<file path="config.mk">
export PLATFORM = sky130hd
export DESIGN_NAME = skip_sequencing_core
export DESIGN_NICKNAME = d
export VERILOG_FILES = /design/src/skip_seq_pkg.sv /design/src/stack_if.sv /design/src/call_stack.sv /design/src/skip_sequencing_core.sv
export VERILOG_INCLUDE_DIRS = /design/src
export SDC_FILE = /design/constraint.sdc
export NUM_CORES = 1
export LEC_CHECK = 0
export ABC_AREA = 0
export BUFFER_PORTS_ARGS = -buffer_cell sky130_fd_sc_hd__buf_2
export CAP_MARGIN = 10
export CORE_MARGIN = 8
export CORE_UTILIZATION = 30
export DETAILED_ROUTE_END_ITERATION = 16
export PLACE_DENSITY = 0.54
export SYNTH_ARGS = -nofsm -noshare
export SYNTH_HDL_FRONTEND = slang
export SYNTH_HIERARCHICAL = 1
export SYNTH_SLANG_ARGS = --single-unit
</file>
<file path="constraint.sdc">
create_clock -name ref_clk -period 3.84 [get_ports ref_clk]
set_input_delay 0.192 -clock ref_clk [delete_from_list [all_inputs] [get_ports ref_clk]]
set_output_delay 0.192 -clock ref_clk [all_outputs]
set_load 0.05 [all_outputs]
</file>
<file path="src/skip_seq_defs.svh">
/*
 * Offsets-free constant set for the sequencing core: widths, instruction
 * identifiers, stack geometry and slot lengths in clock cycles.
 * Assumes it is included by bare name from the package and design files.
 */
`ifndef SKIP_SEQ_DEFS_SVH
`define SKIP_SEQ_DEFS_SVH

`define PC_W 14
`define PC_HALF_W 7
`define STACK_DEPTH 8
`define SP_W 3
`define SP_RESET 3'h7
`define DP_W 10
`define X_W 4
`define Y_W 4
`define Z_W 2
`define DR_W 3
`define ACC_W 4
`define OP_W 7
`define OP_COUNT 7'h6e
`define PC_RESET 14'h0000

// Identifiers of the instructions that sequencing treats specially.
`define OP_TABLE_REF 7'h00
`define OP_RETURN 7'h01
`define OP_RETURN_SKIP 7'h02
`define OP_CALL 7'h03
`define OP_JUMP 7'h04

// Slot lengths, in cycles of ref_clk.
`define LEN_W 2
`define LEN_TABLE_REF 2'h3
`define LEN_RETURN 2'h2
`define LEN_CALL 2'h2
`define LEN_PLAIN 2'h1
`define LEN_NULL_SHORT 2'h1

`endif

</file>
<file path="src/skip_seq_pkg.sv">
/*
 * Types shared by the sequencing core and its call stack.
 * Assumes skip_seq_defs.svh is on the include path.
 */
`include "skip_seq_defs.svh"

package skip_seq_pkg;
	typedef logic [`PC_W-1:0] pc_t;
	typedef logic [`SP_W-1:0] sp_t;
	typedef logic [`OP_W-1:0] op_t;
	typedef logic [`LEN_W-1:0] len_t;
	typedef enum logic {SL_FETCH, SL_BUSY} slot_e;
endpackage

</file>
<file path="src/stack_if.sv">
/*
 * Carrier between the sequencing core and the return-address stack.
 * Assumes both ends share ref_clk.
 */
`timescale 1ns/1ps

interface stack_if;
	import skip_seq_pkg::*;
	logic push;
	logic pop;
	pc_t push_addr;
	pc_t top_addr;
	sp_t sp;
	modport core (output push, output pop, output push_addr, input top_addr, input sp);
	modport stack (input push, input pop, input push_addr, output top_addr, output sp);
endinterface

</file>
<file path="src/call_stack.sv">
/*
 * Return-address stack of eight program counter values.
 * Assumes push and pop are never raised in the same cycle.
 */
`timescale 1ns/1ps
`include "skip_seq_defs.svh"

module call_stack
	import skip_seq_pkg::*;
(
	// Clock and reset.
	input wire logic ref_clk,
	input wire logic rst,
	// Core side.
	stack_if.stack stk
);
	pc_t mem [`STACK_DEPTH];
	sp_t sp_ff;
	wire sp_t sp_up = sp_ff + `SP_W'(1);
	wire sp_t sp_down = sp_ff - `SP_W'(1);

	// Wraps silently past eight entries, as the stack pointer is only three bits.
	always_ff @(posedge ref_clk) begin
		if (rst) begin
			sp_ff <= `SP_RESET;
		end else if (stk.push) begin
			sp_ff <= sp_up;
		end else if (stk.pop) begin
			sp_ff <= sp_down;
		end
	end

	always_ff @(posedge ref_clk) begin
		if (stk.push) begin
			mem[sp_up] <= stk.push_addr;
		end
	end

	assign stk.top_addr = mem[sp_ff];
	assign stk.sp = sp_ff;
endmodule

</file>
<file path="src/skip_sequencing_core.sv">
/*
 * Program sequencing core: slot timing, skip nullification, program counter,
 * call stack control and data pointer assembly.
 * Assumes an outside decoder presents the current instruction's identifier
 * while slot_start is high and its operand until slot_last, and that the datapath raises
 * skip_cond on the last cycle of an executed slot whose condition holds.
 */
// Contract
// - The decoder accepts 110 instruction identifiers; others are flagged illegal.
// - A satisfied skip nullifies the next instruction: fetched, effects suppressed.
// - A taken skip does not add two; the counter steps once per slot.
// - Any other nullified instruction takes as many cycles as when executed.
// - Nullified table call, return or return-with-skip takes exactly one cycle.
// - The program counter is 14 bits wide.
// - The counter splits into 7-bit page and 7-bit in-page halves.
// - The return stack holds eight 14-bit program counter values.
// - The stack pointer is 3 bits wide.
// - The 10-bit data pointer concatenates index registers of 4, 4, 2 bits.
`timescale 1ns/1ps
`include "skip_seq_defs.svh"

module skip_sequencing_core
	import skip_seq_pkg::*;
(
	// Clock and reset.
	input wire logic ref_clk,
	input wire logic rst,
	// Decoded instruction.
	input wire logic [`OP_W-1:0] op_id,
	input wire logic [`PC_W-1:0] op_target,
	// Datapath.
	input wire logic skip_cond,
	input wire logic [`DR_W-1:0] dr_val,
	input wire logic [`ACC_W-1:0] acc_val,
	input wire logic [`X_W-1:0] x_val,
	input wire logic [`Y_W-1:0] y_val,
	input wire logic [`Z_W-1:0] z_val,
	// Sequencing status.
	output logic [`PC_W-1:0] pc_out,
	output logic [`PC_HALF_W-1:0] pc_high,
	output logic [`PC_HALF_W-1:0] pc_low,
	output logic slot_start,
	output logic slot_last,
	output logic exec_en,
	output logic illegal_op,
	output logic skip_pending,
	output logic table_read,
	output logic [`SP_W-1:0] stack_ptr,
	output logic [`DP_W-1:0] data_pointer
);
	stack_if stk ();

	call_stack u_stack (
		.ref_clk(ref_clk),
		.rst(rst),
		.stk(stk)
	);

	slot_e state_ff;
	op_t op_ff;
	len_t cnt_ff;
	pc_t pc_ff;
	logic skip_ff;
	logic illegal_ff;
	logic table_ff;
	logic [`DP_W-1:0] dp_ff;

	wire op_t cur_op = (state_ff == SL_FETCH) ? op_id : op_ff;
	wire legal = cur_op < `OP_COUNT;
	wire is_table = legal && (cur_op == `OP_TABLE_REF);
	wire is_ret = legal && (cur_op == `OP_RETURN);
	wire is_rets = legal && (cur_op == `OP_RETURN_SKIP);
	wire is_call = legal && (cur_op == `OP_CALL);
	wire is_jump = legal && (cur_op == `OP_JUMP);
	wire is_short_null = is_table || is_ret || is_rets;
	wire nullified = skip_ff;

	// Executed length first; a nullified slot keeps it except for three ops.
	wire len_t len_exec = is_table ? `LEN_TABLE_REF :
		(is_ret || is_rets) ? `LEN_RETURN :
		is_call ? `LEN_CALL : `LEN_PLAIN;
	wire len_t len_slot = (nullified && is_short_null) ? `LEN_NULL_SHORT : len_exec;
	wire last = cnt_ff == len_slot - `LEN_W'(1);
	wire run = !nullified && legal;

	wire pc_t pc_inc = pc_ff + `PC_W'(1);
	wire pc_t table_addr = {op_target[`PC_HALF_W-1:0], dr_val, acc_val};

	// Table call pushes in its first cycle and pops in its last.
	assign stk.push = run && ((is_call && last) || (is_table && cnt_ff == `LEN_W'(0)));
	assign stk.push_addr = pc_inc;
	assign stk.pop = run && last && (is_ret || is_rets || is_table);

	wire pc_t pc_next = !run ? pc_inc :
		(is_ret || is_rets || is_table) ? stk.top_addr :
		(is_call || is_jump) ? op_target : pc_inc;

	// A new skip may only be raised by an executed slot, so set never meets clear.
	wire skip_set = run && last && (skip_cond || is_rets);
	wire skip_clr = nullified && last;

	// The identifier is copied on every edge that does not end the slot, so the
	// length and decode stay fixed even if the decoder moves on after the start.
	always_ff @(posedge ref_clk) begin
		if (rst) begin
			state_ff <= SL_FETCH;
			cnt_ff <= `LEN_W'(0);
			op_ff <= `OP_W'(0);
		end else if (last) begin
			state_ff <= SL_FETCH;
			cnt_ff <= `LEN_W'(0);
		end else begin
			state_ff <= SL_BUSY;
			cnt_ff <= cnt_ff + `LEN_W'(1);
			op_ff <= cur_op;
		end
	end

	always_ff @(posedge ref_clk) begin
		if (rst) begin
			pc_ff <= `PC_RESET;
		end else if (last) begin
			pc_ff <= pc_next;
		end else if (run && is_table && cnt_ff == `LEN_W'(0)) begin
			pc_ff <= table_addr;
		end
	end

	always_ff @(posedge ref_clk) begin
		if (rst) begin
			skip_ff <= 1'b0;
		end else if (skip_set) begin
			skip_ff <= 1'b1;
		end else if (skip_clr) begin
			skip_ff <= 1'b0;
		end
	end

	always_ff @(posedge ref_clk) begin
		if (rst) begin
			illegal_ff <= 1'b0;
			table_ff <= 1'b0;
			dp_ff <= `DP_W'(0);
		end else begin
			illegal_ff <= (state_ff == SL_FETCH) && !legal;
			table_ff <= run && is_table && cnt_ff == `LEN_W'(0);
			dp_ff <= {z_val, x_val, y_val};
		end
	end

	assign pc_out = pc_ff;
	assign pc_high = pc_ff[`PC_W-1:`PC_HALF_W];
	assign pc_low = pc_ff[`PC_HALF_W-1:0];
	assign slot_start = state_ff == SL_FETCH;
	assign slot_last = last;
	assign exec_en = run;
	assign illegal_op = illegal_ff;
	assign skip_pending = skip_ff;
	assign table_read = table_ff;
	assign stack_ptr = stk.sp;
	assign data_pointer = dp_ff;
endmodule

</file>
# == Yosys cells after proc, flatten, opt, wreduce, memory -nomap -nowiden ==
# Memories as Yosys holds them, arrays and structs flattened. A register that Yosys moved wholly into a read port is not among the register bits.
# Cells that the tools add are included.
# W data, S select, Z words.
# word_totals
reg_bits,40
ram_bits,112
in_bits,41
wordCells,73
n_memories,1
# classes
n_addsub,5
magnitude_cmp,1
eq_ne,5
mux,19
n_bitwise,1
reduce_logical,32
# memory_table
name,words,word_bits,rd,rd_clocked_by_memory_dff,wr,line,text
u_stack.mem,8,14,1,1,1,call_stack.sv:17,pc_t mem [`STACK_DEPTH];
# ops
operator,n
$mux W14,5
$logic_and A1 B1 Y1,17
$add A14 B1 Y14 const B,1
$eq A7 B2 Y1 const B,2
$mux W3,4
$mux W2,4
$eq A7 B1 Y1 const B,1
$eq A7 B3 Y1 const B,1
$logic_not A7 Y1,1
$logic_or A1 B1 Y1,7
$lt A7 B7 Y1 const B,1
$mux W7,1
$reduce_bool A2 Y1,3
$mux W1,5
$add A3 B1 Y3 const B,1
$sub A3 B1 Y3 const B,1
$add A2 B1 Y2 const B,1
$eq A2 B2 Y1,1
$logic_not A1 Y1,2
$logic_not A2 Y1,1
$reduce_or A2 Y1,1
$sub A2 B1 Y2 const B,1
$not A1 Y1,1

# == Logic depth before layout (Yosys ltp) ==
# Gate-level depths: netlist (run 1).
# logic_depth
word_depth,15
mapped_depth,12

# == Hierarchy ==
# Netlist (run 1), hierarchy kept.
# by_module_without_submodules
module,instances,cells_each,area_per_inst_um2
call_stack,1,195,4589.4
skip_sequencing_core,1,304,2517.4

# == Worst setup path after synthesis (run 1) ==
# OpenSTA, ideal clock, no wires.
# synth_path
path_type,reg-to-reg
from,"register skip_ff, in the netlist skip_pending"
to,memory u_stack/mem[4][0] (netlist name) (enable)
setup_time_ns,0.403
arrival_time_ns,3.608
required_time_ns,3.437
slack_ns,-0.171
stages_incl_launch_ff,10
path_buffers,2
synth_period_minus_slack_ns,4.011
path_cell_list,dfxtp_1 > inv_1 > a31oi_2 > o211a_1 > buf_4 > buf_2 > a22oi_1 > nor3_1 > nand2b_1 > nor3_1
# synth_via
elab_chain_cells,9
# synth_rtl
element,line,text
start: declaration,skip_sequencing_core.sv:63,logic skip_ff;
start signal: assignment,skip_sequencing_core.sv:131,skip_ff <= 1'b0;
start signal: assignment,skip_sequencing_core.sv:133,skip_ff <= 1'b1;
start signal: assignment,skip_sequencing_core.sv:135,skip_ff <= 1'b0;
$logic_and A1 B1 Y1,skip_sequencing_core.sv:82,wire len_t len_slot = (nullified && is_short_null) ? `LEN_NULL_SHORT : len_exec;
$mux W2,skip_sequencing_core.sv:82,
$sub A2 B1 Y2,skip_sequencing_core.sv:83,wire last = cnt_ff == len_slot - `LEN_W'(1);
$eq A2 B2 Y1,skip_sequencing_core.sv:83,
net slot_last,skip_sequencing_core.sv:43,"output logic slot_last,"
$logic_and A1 B1 Y1,skip_sequencing_core.sv:90,assign stk.push = run && ((is_call && last) || (is_table && cnt_ff == `LEN_W'(0)));
$logic_or A1 B1 Y1,skip_sequencing_core.sv:90,
$logic_and A1 B1 Y1,skip_sequencing_core.sv:90,
net stk.push,stack_if.sv:9,logic push;
$mux W1,call_stack.sv:34,if (stk.push) begin
$mux W1 (implied by the code),call_stack.sv:35,mem[sp_up] <= stk.push_addr;
end: declaration,call_stack.sv:17,
# The timed path passes the listed nets, and every way through them passes these cells.

# == Final worst setup path (run 1) ==
# layout_path
from,register state_ff
to,memory u_stack/mem[0][3] (netlist name) (enable)
# layout_via
elab_chain_cells,14
# layout_rtl
element,line,text
start: declaration,skip_sequencing_core.sv:59,slot_e state_ff;
start signal: assignment,skip_sequencing_core.sv:106,state_ff <= SL_FETCH;
start signal: assignment,skip_sequencing_core.sv:110,state_ff <= SL_FETCH;
start signal: assignment,skip_sequencing_core.sv:113,state_ff <= SL_BUSY;
$mux W7 *,skip_sequencing_core.sv:68,wire op_t cur_op = (state_ff == SL_FETCH) ? op_id : op_ff;
"$lt A7 B7 Y1 (no source line), or another cell as far along",-,
$logic_and A1 B1 Y1 (on tied branches),-,
"$mux W2 (no source line), or another cell as far along",-,
$mux W2 (no source line) or $logic_or A1 B1 Y1 (tied branches),-,
$mux W2 (no source line) or $logic_and A1 B1 Y1 (tied branches),-,
$mux W2,skip_sequencing_core.sv:82,
$sub A2 B1 Y2,skip_sequencing_core.sv:83,
$eq A2 B2 Y1,skip_sequencing_core.sv:83,
$logic_and A1 B1 Y1,skip_sequencing_core.sv:90,
$logic_or A1 B1 Y1,skip_sequencing_core.sv:90,
$logic_and A1 B1 Y1 *,skip_sequencing_core.sv:90,
net stk.push,stack_if.sv:9,
$mux W1 *,call_stack.sv:34,
$mux W1 (implied by the code) *,call_stack.sv:35,
# Mark *: on every way through the listed nets, which the timed path passes. The rest lies on a longest branch.

==> results of run 1 <==
## power groups by stage
stage	clock network (mW)	registers, mW	logic [mW]
floorplan	0	2.07	0.404
global placement	0	1.98	0.659
detailed placement	0	1.99	0.667
CTS	1.74	1.95	0.676
global route	1.80	1.96	0.715
finish	1.70	1.95	0.672
## Yosys cell counts (all sizes together), types with 4 or more instances
cell and instances:
a21oi 12, mux2i 4, mux2 19, clkbuf 8
ha 4, o21ai 23, a211oi 5, edfxtp 112
nor2 42, nand3 7, o22a 6, inv 13
nand2 22, nor2b 13, o22ai 6, xnor2 9
mux4 28, buf 29, nor3 17, nand4 5
o32ai 4, xor2 6, a21o 4, dfxtp 43
## worst paths after layout
kind	slack, ps	end	start
max	590	u_stack/mem[0][3]	state_ff
min	20	data_pointer[9]	z_val[1]
max reg2reg	590	u_stack/mem[0][3]	state_ff
min reg2reg	510	cnt_ff[0]	cnt_ff[0]
## kinds of logic after synthesis
logic type | after synthesis
muxes | 51
xor gates and xnor gates | 15
and+or+nand+nor | 128
buffers and inverters | 50
adders and majority gates | 4
DFF | 155
AOI/OAI and AO/OA | 96
## stage by stage
stage | std cells | total power [mW] | setup TNS, ps | hold slack (ps) | setup slack [ps]
2_1_floorplan | 499 | 2.476 | -9587 | 291.2 | -171.2
3_3_place_gp | 885 | 2.643 | 0 | 400.3 | 834.4
3_5_place_dp | 885 | 2.654 | 0 | 407.3 | 702.6
4_1_cts | 926 | 4.366 | 0 | 20.40 | 675.7
5_1_grt | 926 | 4.468 | 0 | 29.86 | 331.0
6_report | 926 | 4.326 | 0 | 22.80 | 594.4
## what timing repair did
item                                   4_1_cts  5_1_grt
hold buffers                                 9        0
buffers inserted                             0        0
endpoints found under the hold margin        9        0
## placed cells by master, fill, tap and decap left out, drive strengths merged, types with 3 or more instances in the layout
cell / count
a21oi: 12
o21a: 3
nand3: 7
inv: 17
xor2: 6
xnor2: 9
ha: 4
nor3: 17
nor4: 3
o22a: 6
o22ai: 6
edfxtp: 112
clkbuf: 17
a211oi: 5
nor3b: 3
and3: 3
o21ai: 23
dfxtp: 43
nand2b: 3
mux4: 28
nor2: 42
a21o: 4
o2bb2ai: 3
nand4: 5
o32a: 3
dlygate4sd3: 9
o221a: 3
nor2b: 13
a21boi: 3
o32ai: 4
a211o: 3
mux2i: 4
clkinv: 8
nand2: 22
mux2: 19
buf: 104
## cell type report
class / count / area, um^2 / share of cell area
sequential: 155 / 4224 / 0.4947
multi-input combinational: 294 / 2600 / 0.3045
clock inverter: 15 / 188.9 / 0.02212
inverter: 13 / 48.80 / 0.005714
tap: 319 / 399.1 / 0.04674
timing repair buffer: 113 / 653.1 / 0.07648
clock buffer: 17 / 425.4 / 0.04982
## worst max-delay path, cell delays in order (launching register included)
cell	delay (ps)
dfxtp_1	680
nor3_1	180
o22a_1	290
a31oi_2	410
o211a_1	260
a22oi_1	80
nor3_1	240
buf_4	210
nand2b_1	160
nor3_2	140
buf_4	270
## state kept, by name, indices dropped and copies added, names as in the netlist, 2 cells and up, named ones only
name	count
u_stack/mem	112
pc_out	14
data_pointer	10
op_ff	7
u_stack/stk.sp	3
cnt_ff	2
## routing by layer
layer / vias up / part of all wire / global-route usage
li1: 2141 / - / -
met1: 2353 / 0.41 / 0.1459
met2: 145 / 0.52 / 0.2192
met3: 29 / 0.050 / 0.03105
met4: 0 / 0.020 / 0.04653
met5: - / 0 / 0
==> metrics.txt, run 1 <==
Leak Pwr=3.184 nW; CP arrival=3350 ps; share of flip-flops with an asynchronous set or reset=0; RSZ-0062 raised after global routing=no; nets=639; Mapped Nets=544; Slew HR=0.4180; post-route clock period utilization=0.8452; clock transition at the registers of the reported paths=60 ps; die height=169.9 um; Synth Area in Simple Gates=0.09577; Worst-Margin Slew=866.8 ps; largest family of logic cells by synthesized area=multiplexers; Max Fclk=308.1 MHz; R2R depth=10; Die Wd=169.9 um; H-tree Lvls=4; Num Clock Sinks=155; 1st-iter DRT viols=440; Synth cell types=70; Synth Flop Type=edfxtp_1; xor/xnor share of the synthesized area=0.01849; largest area contributor in the netlist=edfxtp_1; status=complete, no violations; TritonCTS clock tree=done; Final Cell Area=0.008539 mm^2; Total Routing Usage GR=0.1251; Synth Area in Compound Gates=0.1026; Syn. warnings=6; fin util=0.3660; Max Root-Sink Buffers=2; Worst Hold Depth=2; Post-Syn Area=0.007107 mm^2; sequential share of the synthesized area=0.5944; Die ar.=0.02887 mm^2; share of layout cells above drive strength 1=0.2965; DRC=0; share of the synthesized area in the top cell type=0.4732; # resized after CTS=0; ANT cells=0; vias in the first global route=4,707; switch share=0.2909; min Tclk post-route=3246 ps; Synth Area per Inst=14.24 um^2; Worst Setup Start Kind=flop; ANT nets after route=0; GRT Residual Overflow=0; adder-cell share of the synthesized area=0.007042; CORE AREA=0.02333 mm^2; synth top area cells=edfxtp_1 47%, dfxtp_1 12%, mux4_1 9.2%; IO Port Bufs=87; pin count of the biggest net entering global routing=42; max-cap viol count=0; 1st-pass router iterations=7; clock insertion delay at the later pin of the skew report=420 ps; Setup-failing EPs final=0; row count=56; Initial Util=0.3046; sw power=1.259 mW; CTS buffer count=17; vias per cell=5.041; clk_skew=9.229 ps; CP max FO=18; PD cells=506.6 mW/mm^2; sequential share of power=0.451; EDFF count, synth=112; drt wl/cell=19.48 um; Top Ports=88; pins over their slew limit=0; first-pass GRT wire length=27,340 um; Worst Setup End Kind=flop; Worst VDD drop=0.3909 mV; mux cell area share after synthesis=0.1377; clock root buffer=clkbuf_16; Final Hold Vio Count=0; critical path class=flop to flop; Via Count=4,668; Worst Hold Class=input pin to flop; initial antenna violation count=0; Comb pwr share=0.155; placed inst area=0.007835 mm^2; Synth-to-Final Area Change=20.16%; Synth Instances=499; GP Congestion=0.8657; Clk network pwr share=0.394; Critical Path RT=3950 ps; dpl hpwl=12,930 um; internal power=3.068 mW; synthesized flop and latch total=155; routed wire length=18,040 um; fillcell total=2,230
Power figures use the tool's default switching activity.
==> run 2: changes to the inputs <==
--- a/config.mk
+++ b/config.mk
@@ -6,13 +6,13 @@
 export SDC_FILE = /design/constraint.sdc
 export NUM_CORES = 1
 export LEC_CHECK = 0
-export ABC_AREA = 0
+export ABC_AREA = 1
 export BUFFER_PORTS_ARGS = -buffer_cell sky130_fd_sc_hd__buf_2
 export CAP_MARGIN = 10
 export CORE_MARGIN = 8
 export CORE_UTILIZATION = 30
 export DETAILED_ROUTE_END_ITERATION = 16
-export PLACE_DENSITY = 0.54
+export PLACE_DENSITY = 0.52
 export SYNTH_ARGS = -nofsm -noshare
 export SYNTH_HDL_FRONTEND = slang
 export SYNTH_HIERARCHICAL = 1
==> constraint.sdc (replaced) <==
create_clock -name ref_clk -period 3 [get_ports ref_clk]
set_input_delay 0.15 -clock ref_clk [delete_from_list [all_inputs] [get_ports ref_clk]]
set_output_delay 0.15 -clock ref_clk [all_outputs]
set_load 0.05 [all_outputs]
==> metrics.txt, run 2 <==
CORE AREA=0.02606 mm^2; nets=1,125; Via Count=6,419; Final Hold Vio Count=0; hold_ws=18.33 ps; R2R Path Start=state_ff; PD cells=627.1 mW/mm^2; share of flip-flops with an asynchronous set or reset=0; Synth Area per Inst=7.974 um^2; CTS buffer count=17; CP cell instances=inv_2 > nand2_1 > nand2_2 > nand2_2 > nor2_4 > nand3_1 > nand2_1 > nand2_2 > nand2_4 > buf_6 > inv_2 > buf_2; Tot Pwr=5.829 mW; Leak Pwr=4.492 nW; CP delay by family, top=buffers and inverters; CP max FO=53; clock insertion delay at the later pin of the skew report=430 ps; vias in the first global route=6,226; synth top area cells=edfxtp_1 42%, nand2_1 15%, dfxtp_1 11%; R2R depth=13; die height=178.9 um; Worst Hold Class=input pin to flop; share of layout cells above drive strength 1=0.1510; Max Fclk=367.5 MHz; dpl hpwl=16,010 um; hold endpoint=pc_out[4]; IO Port Bufs=87; top cells by count, synth=325 x nand2_1, 186 x inv_1, 112 x edfxtp_1, 102 x nand3_1, 65 x nor2_1; drt wl/cell=16.09 um; status=complete, no violations; Post-CTS Setup Repair Bufs=0; Worst VDD drop=0.3840 mV; pins over their slew limit=0; Max Root-Sink Buffers=2; Worst Setup End Kind=primary output; critical path depth=12; vias per cell=4.495; ANT cells=0; DRC=0; largest area contributor in the netlist=edfxtp_1; Critical Path Max Stage Delay=430 ps; Setup-failing EPs final=0; Die Wd=178.9 um; clock root buffer=clkbuf_16; fillcell total=2,747; critical path class=flop to primary output; Worst Setup Start Kind=flop; Die ar.=0.03199 mm^2; pin count of the biggest net entering global routing=57; sequential share of the synthesized area=0.5308; CP arrival=2570 ps; Critical Path RT=2850 ps; Synth Flop Type=edfxtp_1; RSZ-0062 raised after global routing=no; most numerous cell in the Yosys netlist=nand2_1; Syn. warnings=6; most frequent cells in the layout=325 x nand2_1, 186 x inv_1, 112 x edfxtp_1; routed wire length=22,980 um; slack of the worst reg-to-reg path=380 ps; multi-input logic area=0.002636 mm^2; worst r2r dst=u_stack/mem[0][1]; Worst Hold Depth=3; max FFs per register=112; synthesized flop and latch total=155; Most Frequent Cell on Critical Path=nand2_2; GP Congestion=0.8743; EDFF count, synth=112; Top Ports=88; Synth cell types=29; Synth Instances=998; ANT nets after route=0; Total Routing Usage GR=0.1461; Mapped Nets=1,043; clk_skew=11.07 ps; row count=59; Worst-Margin Slew=740.2 ps; min-delay src=dr_val[0]; min Tclk post-route=2721 ps; CP max-delay cell=dfxtp_1; register area=0.004225 mm^2; max-cap viol count=0; clock transition at the registers of the reported paths=60 ps; 1st-pass router iterations=5; initial antenna violation count=0; 1st-iter DRT viols=452; Initial Util=0.3054; H-tree Lvls=4; TritonCTS clock tree=done; first-pass GRT wire length=35,170 um; Largest Register=u_stack/mem; GRT Residual Overflow=0; CP Buf/Inv Count=4; Num Clock Sinks=155; Post-Syn Area=0.007958 mm^2; commonest non-fill, non-tap cell in the layout=nand2_1; share of the synthesized area in the top cell type=0.4226; Slew HR=0.5061; Synth-to-Final Area Change=16.82%; post-route clock period utilization=0.9069
[run 2: cell types whose count changed in the layout (fill, tap and decap cells not counted), moves of 25 or more]
| cell | previous run | this run |
|---|---|---|
| a21oi_1 | 12 | 38 |
| inv_1 | 12 | 186 |
| mux4_1 | 25 | 0 |
| nand2_1 | 22 | 325 |
| nand3_1 | 7 | 102 |
| nor2_1 | 40 | 65 |
[run 2: report_power, final]
group	switching [mW]	leakage [nW]	total (mW)	internal [mW]
clock	0.899	0.288	2.15	1.25
sequential	0.0844	1.38	2.52	2.43
combinational	0.888	2.83	1.16	0.277
[run 2: metrics by stage]
step	cells	setup slack, ps	setup TNS [ps]	util	area (um^2)
2_1_floorplan	998	-36.10	-3355	-	7958
3_3_place_gp	1386	451.6	0	0.3300	8600
3_5_place_dp	1386	433.4	0	0.3300	8600
4_1_cts	1428	127.2	0	0.3566	9293
5_1_grt	1428	63.01	0	0.3567	9296
6_report	1428	279.2	0	0.3567	9296
[run 2: cell type report]
| cell class | count | area share |
|---|---|---|
| clock buffers | 24 | 0.05653 |
| clock inverters | 8 | 0.007268 |
| inverters | 192 | 0.07752 |
| multi-input cells | 597 | 0.2836 |
| flip-flops and latches | 155 | 0.4545 |
| well taps | 335 | 0.04509 |
| repair buffers | 117 | 0.07550 |
[run 2: worst max path at each step]
stage | from | end | slack [ps]
2_1_floorplan | state_ff | u_stack/mem[0][0] | -40
3_3_place_gp | state_ff | u_stack/mem[3][13] | 450
3_5_place_dp | state_ff | u_stack/mem[0][2] | 430
4_1_cts | state_ff | slot_last | 130
5_1_grt | state_ff | slot_last | 60
6_report | state_ff | slot_last | 280
[run 2: cell families (layout without fill, tap and decap cells)]
kind of cell	after synthesis	count (layout)	share of synthesized area
adders and majority gates	4	4	0.006290
xor gates and xnor gates	8	8	0.008805
and+or+nand+nor	523	523	0.2748
AOI/OAI and AO/OA	62	62	0.04041
buffers and inverters	246	341	0.1388
DFF	155	155	0.5308
[run 2: routing by layer]
layer | up-vias | part of all wire | global-route usage
met4 | 0 | 0.029 | 0.05477
li1 | 3252 | - | -
met5 | - | 0 | 0
met2 | 176 | 0.45 | 0.2223
met1 | 2959 | 0.47 | 0.1947
met3 | 32 | 0.059 | 0.04002
[run 2: timing repair]
| action | in CTS | in global routing |
|---|---|---|
| setup endpoints to repair | 0 | 1 |
| hold buffers | 10 | 0 |
| gates resized for setup | 0 | 1 |
| hold endpoints to repair | 10 | 0 |
[run 2: tightest hold or removal path, stage by stage]
cell and delay, ps:
buf_2 80, o21ai_1 60, a21oi_1 130
==> run 3: changes to the inputs <==
--- a/config.mk
+++ b/config.mk
@@ -13,6 +13,7 @@
 export CORE_UTILIZATION = 30
 export DETAILED_ROUTE_END_ITERATION = 16
 export PLACE_DENSITY = 0.52
+export REMOVE_ABC_BUFFERS = 1
 export SYNTH_ARGS = -nofsm -noshare
 export SYNTH_HDL_FRONTEND = slang
 export SYNTH_HIERARCHICAL = 1
==> metrics.txt, run 3 (synthesis results as in run 2) <==
Critical Path Max Stage Delay=560 ps; R2R depth=14; RSZ-0062 raised after global routing=no; switch share=0.3087; R2R Path Start=state_ff; internal power=3.912 mW; clock root buffer=clkbuf_16; H-tree Lvls=4; IO Port Bufs=87; Total Routing Usage GR=0.1435; Synth-to-Final Area Change=16.86%; critical path class=flop to primary output; max-cap viol count=0; Slew HR=0.4891; TritonCTS clock tree=done; Worst Setup Start Kind=flop; worst r2r dst=u_stack/mem[0][8]; hold_ws=21.08 ps; Largest Register=u_stack/mem; register area=0.004225 mm^2; PD cells=608.6 mW/mm^2; multi-input logic area=0.002629 mm^2; final cell count without fillers=1,425; commonest non-fill, non-tap cell in the layout=nand2_1; Die Wd=178.9 um; CP cell instances=inv_2 > nand2_1 > nand2_1 > nor2_1 > a21oi_2 > nand3_1 > nand2_1 > nand2_4 > buf_6 > inv_2 > buf_2; Initial Util=0.3054; CP max FO=53; dpl hpwl=15,610 um; Top Ports=88; min Tclk post-route=2696 ps; Critical Path RT=2850 ps; Worst Hold Class=input pin to flop; clk_skew=6.939 ps; clock transition at the registers of the reported paths=60 ps; CP max-delay cell=dfxtp_1; Die ar.=0.03199 mm^2; drt wl/cell=15.58 um; GP Congestion=0.8847; max FFs per register=112; post-route clock period utilization=0.8986; DRC=0; slack of the worst reg-to-reg path=410 ps; placed insts=1,386; Worst Setup End Kind=primary output; fin util=0.3568; 1st-pass router iterations=5; CP Buf/Inv Count=4; Leak Pwr=4.473 nW; ANT cells=0; Max Fclk=370.9 MHz; 1st-iter DRT viols=399; critical path depth=11; first-pass GRT wire length=35,070 um; initial antenna violation count=1; routed wire length=22,210 um; die height=178.9 um; clock insertion delay at the later pin of the skew report=420 ps; GRT Residual Overflow=0; sw power=1.747 mW; CTS buffer count=17; Comb pwr share=0.192; CP startpoint=state_ff; sequential share of power=0.446; row count=59; CP Capture Point=slot_last; Most Frequent Cell on Critical Path=nand2_1; Via Count=6,389; share of layout cells above drive strength 1=0.1495; Setup-failing EPs final=0; Max Root-Sink Buffers=2; nets=1,125; vias in the first global route=6,292; Clk network pwr share=0.363; fillcell total=2,695; CP delay by family, top=buffers and inverters; CP arrival=2550 ps; Worst-Margin Slew=765.5 ps; Num Clock Sinks=155; setup TNS=0 ps; pin count of the biggest net entering global routing=57; Final Hold Vio Count=0; ANT nets after route=0; status=complete, no violations; vias per cell=4.484; Tot Pwr=5.659 mW; most frequent cells in the layout=325 x nand2_1, 186 x inv_1, 112 x edfxtp_1; pins over their slew limit=0; CORE AREA=0.02606 mm^2; Worst VDD drop=0.3738 mV
-- run 3: layer usage --
metal  routed length (um)  vias up  GRT usage
met1                10210     2898     0.1902
met2                 9966      219     0.2259
met5                   13        -          0
met4                  383        2    0.04685
met3                 1638       27    0.03517
li1                     -     3243          -
-- run 3: worst min path at each step --
stage / from / to / slack, ps / cells past startpoint
5_1_grt: acc_val[2] / pc_out[2] / 40 / 3
3_5_place_dp: x_val[1] / data_pointer[5] / 360 / 3
3_3_place_gp: x_val[2] / data_pointer[6] / 350 / 3
2_1_floorplan: rst / op_ff[0] / 220 / 1
4_1_cts: dr_val[1] / pc_out[5] / 3 / 3
6_report: dr_val[1] / pc_out[5] / 20 / 3
-- run 3: repair_timing --
action	CTS	global route
hold buffers	10	0
hold endpoints to repair	10	0
setup buffers	0	0
setup endpoints to repair	0	1
gates resized for setup	0	1
-- run 3: layout make-up --
type / count / share of cell area
clock buffers: 18 / 0.04615
flip-flops and latches: 155 / 0.4544
repair buffers: 117 / 0.08087
well taps: 335 / 0.04508
clock inverters: 11 / 0.01332
multi-input cells: 597 / 0.2827
inverters: 192 / 0.07750
-- run 3: worst register-to-register path: cells and delay by family, from the launching register on --
kind                   cells  cell delay, ps
AOI/OAI and AO/OA          2             240
and+or+nand+nor            9             950
buffers and inverters      3             540
DFF                        1             560
-- run 3: through the flow --
step	setup WS [ps]	area [um^2]
finish	304.2	9299
global route	99.74	9299
CTS	135.6	9295
detailed placement	416.7	8642
global placement	474.4	8642
floorplan	-380.1	7574
-- run 3: power groups by stage --
stage / registers (mW) / logic (mW) / clock network, mW
2_1_floorplan: 2.83 / 0.437 / 0
3_3_place_gp: 2.57 / 1.09 / 0
3_5_place_dp: 2.57 / 1.09 / 0
4_1_cts: 2.52 / 1.10 / 2.10
5_1_grt: 2.53 / 1.19 / 2.18
6_report: 2.52 / 1.09 / 2.05
